<file path="src/include/mrz_cfg.svh">
// How it works
// - Bits 1:0 pick burst length mode
// - On the fly, A12 picks chop
// - Bit 3 picks sequential or interleaved
// - Eight-beat read order rotates or XORs
// - Chop read: four words, then tri-state
// - Writes ignore low start column bits
// - Fixed chop write recovery two earlier
// - Bits 6,5,4,2 give CAS delay
// - First data after added plus CAS
// - Loop reset bit clears itself
// - Recovery plus precharge gives activate delay
// - Bit 12 low freezes loop, slow exit
// - Bit 12 high keeps loop, fast exit
// - Written only on all-low set command
// - Bits 11:9 give recovery cycles
// - Bit 8 requests loop reset
`ifndef MRZ_CFG_SVH
`define MRZ_CFG_SVH

`define MRZ_REG_W          16
`define MRZ_REG_RESET      16'h0000
`define MRZ_BL_LSB         0
`define MRZ_BL_MSB         1
`define MRZ_BT_BIT         3
`define MRZ_CL_LOW_BIT     2
`define MRZ_CL_LSB         4
`define MRZ_CL_MSB         6
`define MRZ_TEST_BIT       7
`define MRZ_DLL_RST_BIT    8
`define MRZ_WR_LSB         9
`define MRZ_WR_MSB         11
`define MRZ_PD_BIT         12
`define MRZ_OTF_BIT        12
`define MRZ_PIN_W          25
`define MRZ_BURST_BEATS    8
`define MRZ_CHOP_LAST_BEAT 3'h3
`define MRZ_FULL_LAST_BEAT 3'h7
`define MRZ_CL_BASE_LOW    5'h04
`define MRZ_CL_BASE_HIGH   5'h0c
`define MRZ_WR_DOUBLE_FROM 3'h5
`define MRZ_WR_BASE        5'h04
`define MRZ_LOCK_CK        10'h200
`define MRZ_NORMAL_EXIT_CK 5'h03
`define MRZ_SLOW_EXIT_CK   5'h0a

`endif

</file>
<file path="src/include/mrz_pkg.sv">
package mrz_pkg;

  typedef enum logic [1:0] {
    BURST_FIXED_EIGHT = 2'b00,
    BURST_ON_FLY      = 2'b01,
    BURST_FIXED_CHOP  = 2'b10,
    BURST_RESERVED    = 2'b11
  } burst_mode_t;

  typedef enum logic [1:0] {
    ENG_IDLE = 2'b00,
    ENG_WAIT = 2'b01,
    ENG_BEAT = 2'b10
  } engine_state_t;

endpackage : mrz_pkg

</file>
<file path="src/hdl/mrz_beat_order.sv">
`timescale 1ns/100ps
`include "mrz_cfg.svh"
module mrz_beat_order (
  input  wire logic [2:0] beatIdx,
  input  wire logic [2:0] startCol,
  input  wire logic       interleaveOn,
  input  wire logic       chopOn,
  input  wire logic       isWrite,
  output logic      [2:0] wordIdx,
  output logic            slotLive
);
  logic [2:0] effCol;

  always_comb begin
    effCol = startCol;
    if (isWrite) begin
      effCol = chopOn ? {startCol[2], 2'b00} : 3'b000;
    end
    if (interleaveOn) begin
      wordIdx = effCol ^ beatIdx;
    end else begin
      wordIdx = {effCol[2] ^ beatIdx[2], effCol[1:0] + beatIdx[1:0]};
    end
    slotLive = !(chopOn && beatIdx[2]);
  end

endmodule : mrz_beat_order

</file>
<file path="src/hdl/mrz_mode_reg_zero.sv">
`timescale 1ns/100ps
`include "mrz_cfg.svh"
module mrz_mode_reg_zero (
  input  wire logic                clk,
  input  wire logic                rst,
  input  wire logic                ckPin,
  input  wire logic                ckeIn,
  input  wire logic                chipSelN,
  input  wire logic                rowStrobeN,
  input  wire logic                colStrobeN,
  input  wire logic                writeEnN,
  input  wire logic [2:0]          bankSel,
  input  wire logic [15:0]         addrIn,
  input  wire logic [4:0]          addedLatency,
  input  wire logic [4:0]          writeCasDelay,
  input  wire logic [4:0]          prechargeTime,
  output logic      [15:0]         burstLatencyConfigReg,
  output mrz_pkg::burst_mode_t     burstBeats,
  output logic                     interleaveOn,
  output logic      [4:0]          readCasDelay,
  output logic      [5:0]          totalReadDelay,
  output logic      [4:0]          writeRecoveryCycles,
  output logic      [5:0]          writeToActivateDelay,
  output logic                     reservedCode,
  output logic                     testModeOn,
  output logic                     dllResetPulse,
  output logic                     dllLocked,
  output logic                     dllFrozen,
  output logic                     cmdReady,
  output logic                     dqOutEn,
  output logic      [2:0]          readWordIdx,
  output logic                     writeTake,
  output logic      [2:0]          writeWordIdx,
  output logic                     writeRecoveryStart
);
  import mrz_pkg::*;

  // CAS delay code {A6,A5,A4,A2}; zero marks a reserved code
  function automatic logic [4:0] decodeCas(input logic [3:0] code);
    logic [4:0] res;
    res = 5'h00;
    if (!code[0] && code[3:1] != 3'b000) begin
      res = `MRZ_CL_BASE_LOW + {2'b00, code[3:1]};
    end else if (code[0] && code[3:1] <= 3'b010) begin
      res = `MRZ_CL_BASE_HIGH + {2'b00, code[3:1]};
    end
    return res;
  endfunction : decodeCas

  // Recovery code {A11,A10,A9}; zero marks a reserved code
  function automatic logic [4:0] decodeRecovery(input logic [2:0] code);
    logic [4:0] res;
    res = 5'h00;
    if (code >= `MRZ_WR_DOUBLE_FROM) begin
      res = {1'b0, code, 1'b0};
    end else if (code != 3'b000) begin
      res = `MRZ_WR_BASE + {2'b00, code};
    end
    return res;
  endfunction : decodeRecovery

  ////////////////////////////////////////////////////////////////////////////
  // Pin synchronisers
  logic [`MRZ_PIN_W-1:0] pinMeta_q;
  logic [`MRZ_PIN_W-1:0] pinSync_q;
  logic                  ckPrev_q;

  always_ff @(posedge clk or posedge rst) begin
    if (rst) begin
      pinMeta_q <= '0;
      pinSync_q <= '0;
    end else begin
      pinMeta_q <= {ckPin, ckeIn, chipSelN, rowStrobeN, colStrobeN, writeEnN,
                    bankSel, addrIn};
      pinSync_q <= pinMeta_q;
    end
  end

  always_ff @(posedge clk or posedge rst) begin
    if (rst) begin
      ckPrev_q <= 1'b0;
    end else begin
      ckPrev_q <= pinSync_q[24];
    end
  end

  logic        sCk;
  logic        sCke;
  logic        sCsN;
  logic        sRasN;
  logic        sCasN;
  logic        sWeN;
  logic [2:0]  sBank;
  logic [15:0] sAddr;
  logic        ckRise;
  logic        ckEdge;
  logic        cmdMrsZero;
  logic        cmdRead;
  logic        cmdWrite;

  assign {sCk, sCke, sCsN, sRasN, sCasN, sWeN, sBank, sAddr} = pinSync_q;
  assign ckRise = sCk && !ckPrev_q;
  assign ckEdge = sCk != ckPrev_q;
  assign cmdMrsZero = ckRise && sCke && !sCsN && !sRasN && !sCasN && !sWeN &&
                      sBank == 3'b000;
  assign cmdRead  = ckRise && sCke && !sCsN && sRasN && !sCasN && sWeN;
  assign cmdWrite = ckRise && sCke && !sCsN && sRasN && !sCasN && !sWeN;

  ////////////////////////////////////////////////////////////////////////////
  // Configuration register
  logic [15:0] cfg_q;

  always_ff @(posedge clk or posedge rst) begin
    if (rst) begin
      cfg_q <= `MRZ_REG_RESET;
    end else if (cmdMrsZero) begin
      // New write wins over the self-clear in the same cycle
      cfg_q <= sAddr;
    end else if (cfg_q[`MRZ_DLL_RST_BIT]) begin
      cfg_q[`MRZ_DLL_RST_BIT] <= 1'b0;
    end
  end

  burst_mode_t modeNow;
  logic [4:0]  casNow;
  logic [4:0]  recNow;
  logic [5:0]  readDelayNow;

  assign modeNow = burst_mode_t'(cfg_q[`MRZ_BL_MSB:`MRZ_BL_LSB]);
  assign casNow = decodeCas({cfg_q[`MRZ_CL_MSB:`MRZ_CL_LSB], cfg_q[`MRZ_CL_LOW_BIT]});
  assign recNow = decodeRecovery(cfg_q[`MRZ_WR_MSB:`MRZ_WR_LSB]);
  assign readDelayNow = {1'b0, addedLatency} + {1'b0, casNow};

  always_ff @(posedge clk or posedge rst) begin
    if (rst) begin
      burstLatencyConfigReg <= `MRZ_REG_RESET;
      burstBeats            <= BURST_FIXED_EIGHT;
      interleaveOn          <= 1'b0;
      readCasDelay          <= 5'h00;
      totalReadDelay        <= 6'h00;
      writeRecoveryCycles   <= 5'h00;
      writeToActivateDelay  <= 6'h00;
      // Cleared register holds reserved codes, so flag them from reset on
      reservedCode          <= 1'b1;
      testModeOn            <= 1'b0;
    end else begin
      burstLatencyConfigReg <= cfg_q;
      burstBeats            <= modeNow;
      interleaveOn          <= cfg_q[`MRZ_BT_BIT];
      readCasDelay          <= casNow;
      totalReadDelay        <= readDelayNow;
      writeRecoveryCycles   <= recNow;
      writeToActivateDelay  <= {1'b0, recNow} + {1'b0, prechargeTime};
      reservedCode          <= modeNow == BURST_RESERVED || casNow == 5'h00 ||
                               recNow == 5'h00;
      testModeOn            <= cfg_q[`MRZ_TEST_BIT];
    end
  end

  ////////////////////////////////////////////////////////////////////////////
  // Loop reset and lock timer, counted in link clock rises
  logic [9:0] lockCnt_q;

  always_ff @(posedge clk or posedge rst) begin
    if (rst) begin
      dllResetPulse <= 1'b0;
      lockCnt_q     <= 10'h000;
      dllLocked     <= 1'b0;
    end else begin
      dllResetPulse <= cfg_q[`MRZ_DLL_RST_BIT];
      if (cfg_q[`MRZ_DLL_RST_BIT]) begin
        lockCnt_q <= 10'h000;
        dllLocked <= 1'b0;
      end else if (ckRise && !dllLocked) begin
        lockCnt_q <= lockCnt_q + 10'h001;
        dllLocked <= lockCnt_q == `MRZ_LOCK_CK - 10'h001;
      end
    end
  end

  ////////////////////////////////////////////////////////////////////////////
  // Precharge power-down
  logic       pdActive_q;
  logic [4:0] exitCnt_q;

  always_ff @(posedge clk or posedge rst) begin
    if (rst) begin
      pdActive_q <= 1'b0;
      exitCnt_q  <= 5'h00;
    end else if (ckRise) begin
      pdActive_q <= !sCke;
      if (pdActive_q && sCke) begin
        exitCnt_q <= cfg_q[`MRZ_PD_BIT] ? `MRZ_NORMAL_EXIT_CK : `MRZ_SLOW_EXIT_CK;
      end else if (exitCnt_q != 5'h00) begin
        exitCnt_q <= exitCnt_q - 5'h01;
      end
    end
  end

  always_ff @(posedge clk or posedge rst) begin
    if (rst) begin
      dllFrozen <= 1'b0;
      cmdReady  <= 1'b0;
    end else begin
      dllFrozen <= pdActive_q && !cfg_q[`MRZ_PD_BIT];
      cmdReady  <= !pdActive_q && exitCnt_q == 5'h00;
    end
  end

  ////////////////////////////////////////////////////////////////////////////
  // Burst engine: one burst at a time, commands while busy are dropped
  engine_state_t state_q;
  logic [5:0]    latCnt_q;
  logic [2:0]    beat_q;
  logic [2:0]    col_q;
  logic          isWr_q;
  logic          chop_q;
  logic          fixedChop_q;
  logic [2:0]    wordIdx;
  logic          slotLive;
  logic          otfChop;

  assign otfChop = modeNow == BURST_ON_FLY && !sAddr[`MRZ_OTF_BIT];

  always_ff @(posedge clk or posedge rst) begin
    if (rst) begin
      state_q     <= ENG_IDLE;
      latCnt_q    <= 6'h00;
      beat_q      <= 3'h0;
      col_q       <= 3'h0;
      isWr_q      <= 1'b0;
      chop_q      <= 1'b0;
      fixedChop_q <= 1'b0;
    end else begin
      unique case (state_q)
        ENG_IDLE: begin
          if (cmdRead || cmdWrite) begin
            state_q     <= ENG_WAIT;
            latCnt_q    <= cmdWrite ? {1'b0, addedLatency} + {1'b0, writeCasDelay}
                                    : readDelayNow;
            col_q       <= sAddr[2:0];
            isWr_q      <= cmdWrite;
            chop_q      <= modeNow == BURST_FIXED_CHOP || otfChop;
            fixedChop_q <= modeNow == BURST_FIXED_CHOP;
          end
        end
        ENG_WAIT: begin
          if (ckRise) begin
            if (latCnt_q <= 6'h01) begin
              state_q <= ENG_BEAT;
              beat_q  <= 3'h0;
            end else begin
              latCnt_q <= latCnt_q - 6'h01;
            end
          end
        end
        ENG_BEAT: begin
          if (ckEdge) begin
            beat_q <= beat_q + 3'h1;
            if (beat_q == `MRZ_FULL_LAST_BEAT) begin
              state_q <= ENG_IDLE;
            end
          end
        end
        default: state_q <= ENG_IDLE;
      endcase
    end
  end

  mrz_beat_order u_order (
    .beatIdx      (beat_q),
    .startCol     (col_q),
    .interleaveOn (cfg_q[`MRZ_BT_BIT]),
    .chopOn       (chop_q),
    .isWrite      (isWr_q),
    .wordIdx      (wordIdx),
    .slotLive     (slotLive)
  );

  always_ff @(posedge clk or posedge rst) begin
    if (rst) begin
      dqOutEn            <= 1'b0;
      readWordIdx        <= 3'h0;
      writeTake          <= 1'b0;
      writeWordIdx       <= 3'h0;
      writeRecoveryStart <= 1'b0;
    end else begin
      dqOutEn      <= state_q == ENG_BEAT && !isWr_q && slotLive;
      readWordIdx  <= wordIdx;
      writeTake    <= state_q == ENG_BEAT && isWr_q && slotLive;
      writeWordIdx <= wordIdx;
      writeRecoveryStart <= state_q == ENG_BEAT && isWr_q && ckEdge &&
                            beat_q == (fixedChop_q ? `MRZ_CHOP_LAST_BEAT
                                                   : `MRZ_FULL_LAST_BEAT);
    end
  end

endmodule : mrz_mode_reg_zero

</file>
<file path="config.mk">
export PLATFORM = sky130hd
export DESIGN_NAME = mrz_mode_reg_zero
export DESIGN_NICKNAME = d
export VERILOG_FILES = /design/src/include/mrz_pkg.sv /design/src/hdl/mrz_beat_order.sv /design/src/hdl/mrz_mode_reg_zero.sv
export VERILOG_INCLUDE_DIRS = /design/src /design/src/include
export SDC_FILE = /design/constraint.sdc
export NUM_CORES = 1
export LEC_CHECK = 0
export BUFFER_PORTS_ARGS = -buffer_cell sky130_fd_sc_hd__buf_2
export CORE_ASPECT_RATIO = 1.75
export CORE_MARGIN = 2
export CORE_UTILIZATION = 50
export CTS_CLUSTER_SIZE = 25
export DETAILED_ROUTE_END_ITERATION = 10
export PLACE_DENSITY = 0.75
export SLEW_MARGIN = 20
export SYNTH_ARGS = -nofsm -noshare
export SYNTH_HDL_FRONTEND = slang
export SYNTH_SLANG_ARGS = --single-unit
</file>
<file path="constraint.sdc">
create_clock -name clk -period 4.6 [get_ports clk]
set_clock_uncertainty 0.1 [all_clocks]
set_input_delay 0.23 -clock clk [delete_from_list [all_inputs] [get_ports clk]]
set_output_delay 0.23 -clock clk [all_outputs]
set_load 0.005 [all_outputs]
</file>
# After elaboration in Yosys (flattened, before gate mapping)
# Index checks and enable logic that the tools add are counted.
# word_totals
in_bits	42
output_inout_bits	56
elab_cells	153
ff_bits	153
# op_classes
reduce_logical	59
n_bitwise	2
n_mux	31
add_sub_neg	11
magnitude_cmp	3
n_eq_ne	15
# ops
operator	count
$logic_and A1 B1 Y1	25
$mux W6	4
$mux W3	7
$mux W10	2
$mux W5	4
$add A5 B5 Y6	3
$logic_not A5 Y1	3
$logic_not A1 Y1	13
$mux W4	3
$ne A2 B2 Y1 const B	6
$pmux W6 S2	1
$add A10 B1 Y10 const B	1
$eq A10 B9 Y1 const B	1
$mux W2	5
$add A3 B3 Y4 const A	2
$reduce_and A4 Y1	2
$reduce_bool A2 Y1	4
$eq A2 B2 Y1 const B	3
$le A6 B1 Y1 const B	1
$pmux W2 S3	1
$pmux W3 S2	1
$reduce_bool A3 Y1	2
$sub A6 B1 Y6 const B	1
$add A4 B3 Y5 const A	1
other kinds (18)	25

# Logic depth before layout (Yosys ltp)
# logic_depth
depth_word	10
ltp_mapped	12
ltp_nobuf	12

# By module
# A second synthesis with hierarchy kept.
# unflattened
hier_cells	458
area_unflattened_um2	5770.5
# modules_own_cells
mod	cells_each	instances	area_per_inst_um2	seq_area_each_um2
mrz_mode_reg_zero	447	1	5671.7	3679.8
mrz_beat_order	11	1	98.8	0.0

# Least setup slack after synthesis
# OpenSTA, ideal clock, no wires.
# synth_timing
kind	reg-to-reg
from	register cfg_q[6]
to	register latCnt_q[4]
n_path_buf	0
t_arrival_ns	2.180
period_less_slack_ns	2.381
setup_ns	0.101
setup_slack_ns	2.219
path_stages_with_launch	12
required_time_ns	4.399
cell_sequence	dfrtp_1 > nand2b_1 > a21oi_1 > and2_1 > ha_1 > inv_1 > fa_1 > nand2b_1 > a21oi_1 > xor2_1 > nor4_1 > nor4_1
# synth_between
elab_chain_len	8
# synth_lines
element	line_no	rtl
from (decl)	mrz_mode_reg_zero.sv:111	logic [15:0] cfg_q;
from (signal assigned)	mrz_mode_reg_zero.sv:115	cfg_q <= `MRZ_REG_RESET;
from (signal assigned)	mrz_mode_reg_zero.sv:118	cfg_q <= sAddr;
$le A3 B2 Y1	mrz_mode_reg_zero.sv:44	end else if (code[0] && code[3:1] <= 3'b010) begin
$logic_and A1 B1 Y1	mrz_mode_reg_zero.sv:44	
$mux W5	mrz_mode_reg_zero.sv:44	
$mux W5 (*)	mrz_mode_reg_zero.sv:42	if (!code[0] && code[3:1] != 3'b000) begin
via casNow[0]	mrz_mode_reg_zero.sv:125	logic [4:0] casNow;
$add A5 B5 Y6 (*)	mrz_mode_reg_zero.sv:132	assign readDelayNow = {1'b0, addedLatency} + {1'b0, casNow};
via readDelayNow[4]	mrz_mode_reg_zero.sv:127	logic [5:0] readDelayNow;
$mux W6 (*)	mrz_mode_reg_zero.sv:239	latCnt_q <= cmdWrite ? {1'b0, addedLatency} + {1'b0, writeCasDelay}
$mux W6 (*)	mrz_mode_reg_zero.sv:237	if (cmdRead || cmdWrite) begin
$pmux W6 S2 (*)	mrz_mode_reg_zero.sv:235	unique case (state_q)
to (signal assigned)	mrz_mode_reg_zero.sv:239	
to (signal assigned)	mrz_mode_reg_zero.sv:253	latCnt_q <= latCnt_q - 6'h01;
to (decl)	mrz_mode_reg_zero.sv:213	logic [5:0] latCnt_q;
# Mark *: on every way through the listed nets, which the timed path passes. The rest lies on a longest branch. The select of a mux whose other input is x is not followed.
# A chain may end at the register's enable or synchronous reset.

# Worst setup path in the final report
# Same ends and word-level chain as after synthesis.

==> flow_summary_export.csv <==
group,metric,value,unit
synthesis,synth-xor-area-share,0.0324,
final_layout,post-route-util,0.644,
synthesis,ys_warn_count,0,
final_layout,area_growth,26.0,%
clock_network,h-tree-depth,4,
placed_design,place_hpwl,7.78,mm
clock_network,insertion_delay,410,ps
timing,rsz0062_at_grt,"false",
drt,wl,11.4,mm
placed_design,dp_cells,647,
global_route,grtUsageTotal,0.203,
die,start_util,0.511,
synthesis,ys.flop_type,"dfrtp_1",
placed_design,place_ws,1880,ps
drt,vias,3692,
clock_network,cts.sinks,147,
synthesis,synth.distinct_cells,55,
global_route,grt_pass1_vias,3950,
synthesis,synth_compound_area_frac,0.0697,
synthesis,netlist_instances,433,
final_layout,nFillCells,849,
synthesis,yosys.area_share.adder,0.0635,
timing,hold_viol_final,0,
critical_path,worstPathRequired,4810,ps
drt,via_per_inst,5.22,
critical_path,cp_data_arrival_time,3030,ps
synthesis,syn-cell-area,5670,µm²
placed_design,dpl_cell_area,6230,µm²
synthesis,ys_ff_latch,147,
power_and_ir_drop,p_leak,3.60,nW
drt,postRouteAntennaNets,0,
synthesis,synth_edf_count,0,
synthesis,synthTopCellsByArea,"dfrtp_1 64%, ha_1 5.3%, mux2_2 3.4%",
worst_hold_path,holdCritStartpoint,"prechargeTime[1]",
synthesis,postSynthAreaPerCell,13.1,µm²
die,std_cell_rows,51,
synthesis,ys_seq_area_frac,0.649,
critical_path,critPathLaunchType,"flip-flop",
critical_path,critPathKind,"reg -> reg",
drt,drcViolationCount,0,
clock_network,cts_setup_buffers,0,
flow_run,maxCapViolCount,0,
global_route,antenna_found_initial,0,
synthesis,yosys.area_share.simple,0.114,
final_layout,ff_latch_area,3680,µm²
die,die_y,145,µm
worst_hold_path,holdCritPathClass,"in -> reg",
critical_path,r2r_setup_slack,1780,ps
die,ioPinCount,98,
drt,drtPass1Iterations,4,
timing,worst_slack,1780,ps
timing,min_period,2820,ps
critical_path,cp-end-kind,"flip-flop",
final_layout,final_nets,631,
critical_path,critical_path.max_fanout,6,
synthesis,synth_mux_area_frac,0.0390,
critical_path,crit_start,"cfg_q[6]",
final_layout,final_area,7150,µm²
synthesis,yosysTopAreaCell,"dfrtp_1",
drt,drt-wirelength-per-cell,16.2,µm
clock_network,clkTransAtPathRegs,60,ps
global_route,grt_pass1_wl,19.1,mm
timing,final.setup.tns,0,ps
global_route,grt_max_degree,104,
placed_design,gp_congestion,0.858,
timing,fmax,355,MHz
status,status,"complete, no violations",
final_layout,drive_gt1_frac,0.283,
timing,setup_viol,0,
clock_network,cts-root-buf,"clkbuf_16",
timing,relSlewSlack,0.305,
synthesis,synth_top_area_frac,0.644,
final_layout,n_antenna_cell,0,
clock_network,cts-buffers-inserted,17,
power_and_ir_drop,ir_drop,0.000351,V
timing,worst_pin_slew,1030,ps
final_layout,multi_input_area,1830,µm²
clock_network,cts_buffer_depth,2,
critical_path,rr_startpoint,"cfg_q[6]",
power_and_ir_drop,power_density,483,nW/µm²
drt,drt-initial-drc-count,197,
synthesis,synth_top_family_by_area,"simple AND/OR/NAND/NOR gates",
global_route,grt_remaining_overflow,0,
die,dieArea,12200,µm²
final_layout,layoutNonFillerInstCount,707,
clock_network,cts_tree,"built",
timing,slew_violations,0,
placed_design,io_buffers,96,
die,die_w,84.5,µm
synthesis,async_flop_share,1.00,
timing,timing.final.crit_share,0.613,
die,coreArea,11100,µm²
synthesized netlist by cell type (4+ instances only):
library cell    n
nor3_1          5
ha_1           24
nand3_1        12
clkbuf_1        4
inv_1          15
dfrtp_1       146
xnor2_1        10
xor2_1         11
and2_1          4
and3_1          4
a21oi_1        15
nand2_1        28
buf_4          11
nor2_1         36
a211oi_1        6
mux2_2         17
o21ai_0        14
nor2b_1         9
nand2b_1        6
nor4_1          5
stage by stage:
| stage | hold WS (ps) | total power, W |
|---|---|---|
| finish | 15.9 | 0.00345 |
| CTS | 3.50 | 0.00348 |
| floorplan | 161 | 0.00185 |
| global placement | 232 | 0.00195 |
| detailed placement | 235 | 0.00198 |
| global route | 26.8 | 0.00361 |
report_power, final:
group	switching [W]	leakage [nW]	internal [W]	total, W
clock network	0.000580	0.310	0.000882	0.00146
registers	0.000113	1.85	0.00143	0.00154
logic	0.000239	1.43	0.000207	0.000446
final cells by class:
cell class / instances / area share
clock inverters: 15 / 0.0296
inverters: 15 / 0.00858
clock buffers: 17 / 0.0595
well taps: 132 / 0.0231
multi-input cells: 255 / 0.256
repair buffers: 126 / 0.109
flip-flops and latches: 147 / 0.515
what timing repair did:
action                    4_1_cts  5_1_grt
hold endpoints to repair      129        0
hold buffers                   28        0
resized for setup               0        0
layout by cell type (no fill, tap or decap), types with 9 or more instances in the layout:
cell type / synthesis / routed
dfrtp_1: 146 / 146
buf_2: 0 / 96
nor2_1: 36 / 36
nand2_1: 28 / 28
dlygate4sd3_1: 0 / 28
ha_1: 24 / 24
mux2_2: 17 / 17
clkbuf_16: 0 / 17
a21oi_1: 15 / 15
o21ai_0: 14 / 14
inv_1: 15 / 14
nand3_1: 12 / 12
xor2_1: 11 / 11
xnor2_1: 10 / 10
nor2b_1: 9 / 9
cells by family after synthesis:
family                     count (synthesis)
muxes                                     20
DFF                                      147
other                                      1
buffers and inverters                     33
xor gates and xnor gates                  21
and+or+nand+nor                          126
adders and majority gates                 27
AOI/OAI and AO/OA                         58
flip-flops by register name, summed over array words and instances, names as in the netlist, 2 cells and up:
| signal | count |
|---|---|
| cfg_q | 16 |
| lockCnt_q | 10 |
| exitCnt_q | 5 |
| totalReadDelay | 6 |
| pinSync_q | 25 |
| beat_q | 3 |
| state_q | 2 |
| writeToActivateDelay | 6 |
| pinMeta_q | 25 |
| writeRecoveryCycles | 4 |
| burstLatencyConfigReg | 15 |
| col_q | 3 |
| writeWordIdx | 3 |
| latCnt_q | 6 |
| readCasDelay | 5 |
worst max-delay path: stages (launching register included):
cell	delay (ps)
dfrtp_1	450
nand2b_1	200
a21oi_1	290
and2_1	200
ha_1	180
inv_1	60
fa_1	400
nand2b_1	160
a21oi_1	150
xor2_1	200
nor4_1	70
nor4_1	250
worst paths after layout:
path / end / depth (start not counted)
worst max-delay path: latCnt_q[4] / 11
worst min register to register: pinSync_q[7] / 0
max in group asynchronous: pinSync_q[12] / 4
worst max register to register: latCnt_q[4] / 11
min in group asynchronous: exitCnt_q[0] / 3
worst min-delay path: writeToActivateDelay[1] / 2
layer usage:
| layer | vias to the layer above | global-route usage | wire length (µm) |
|---|---|---|---|
| met1 | 1834 | 0.209 | 4030 |
| met3 | 28 | 0.0505 | 456 |
| met5 | - | 0 | 0 |
| li1 | 1732 | - | - |
| met2 | 98 | 0.370 | 6570 |
| met4 | 0 | 0.113 | 377 |
No activity file was read; power rests on OpenSTA's default activity.
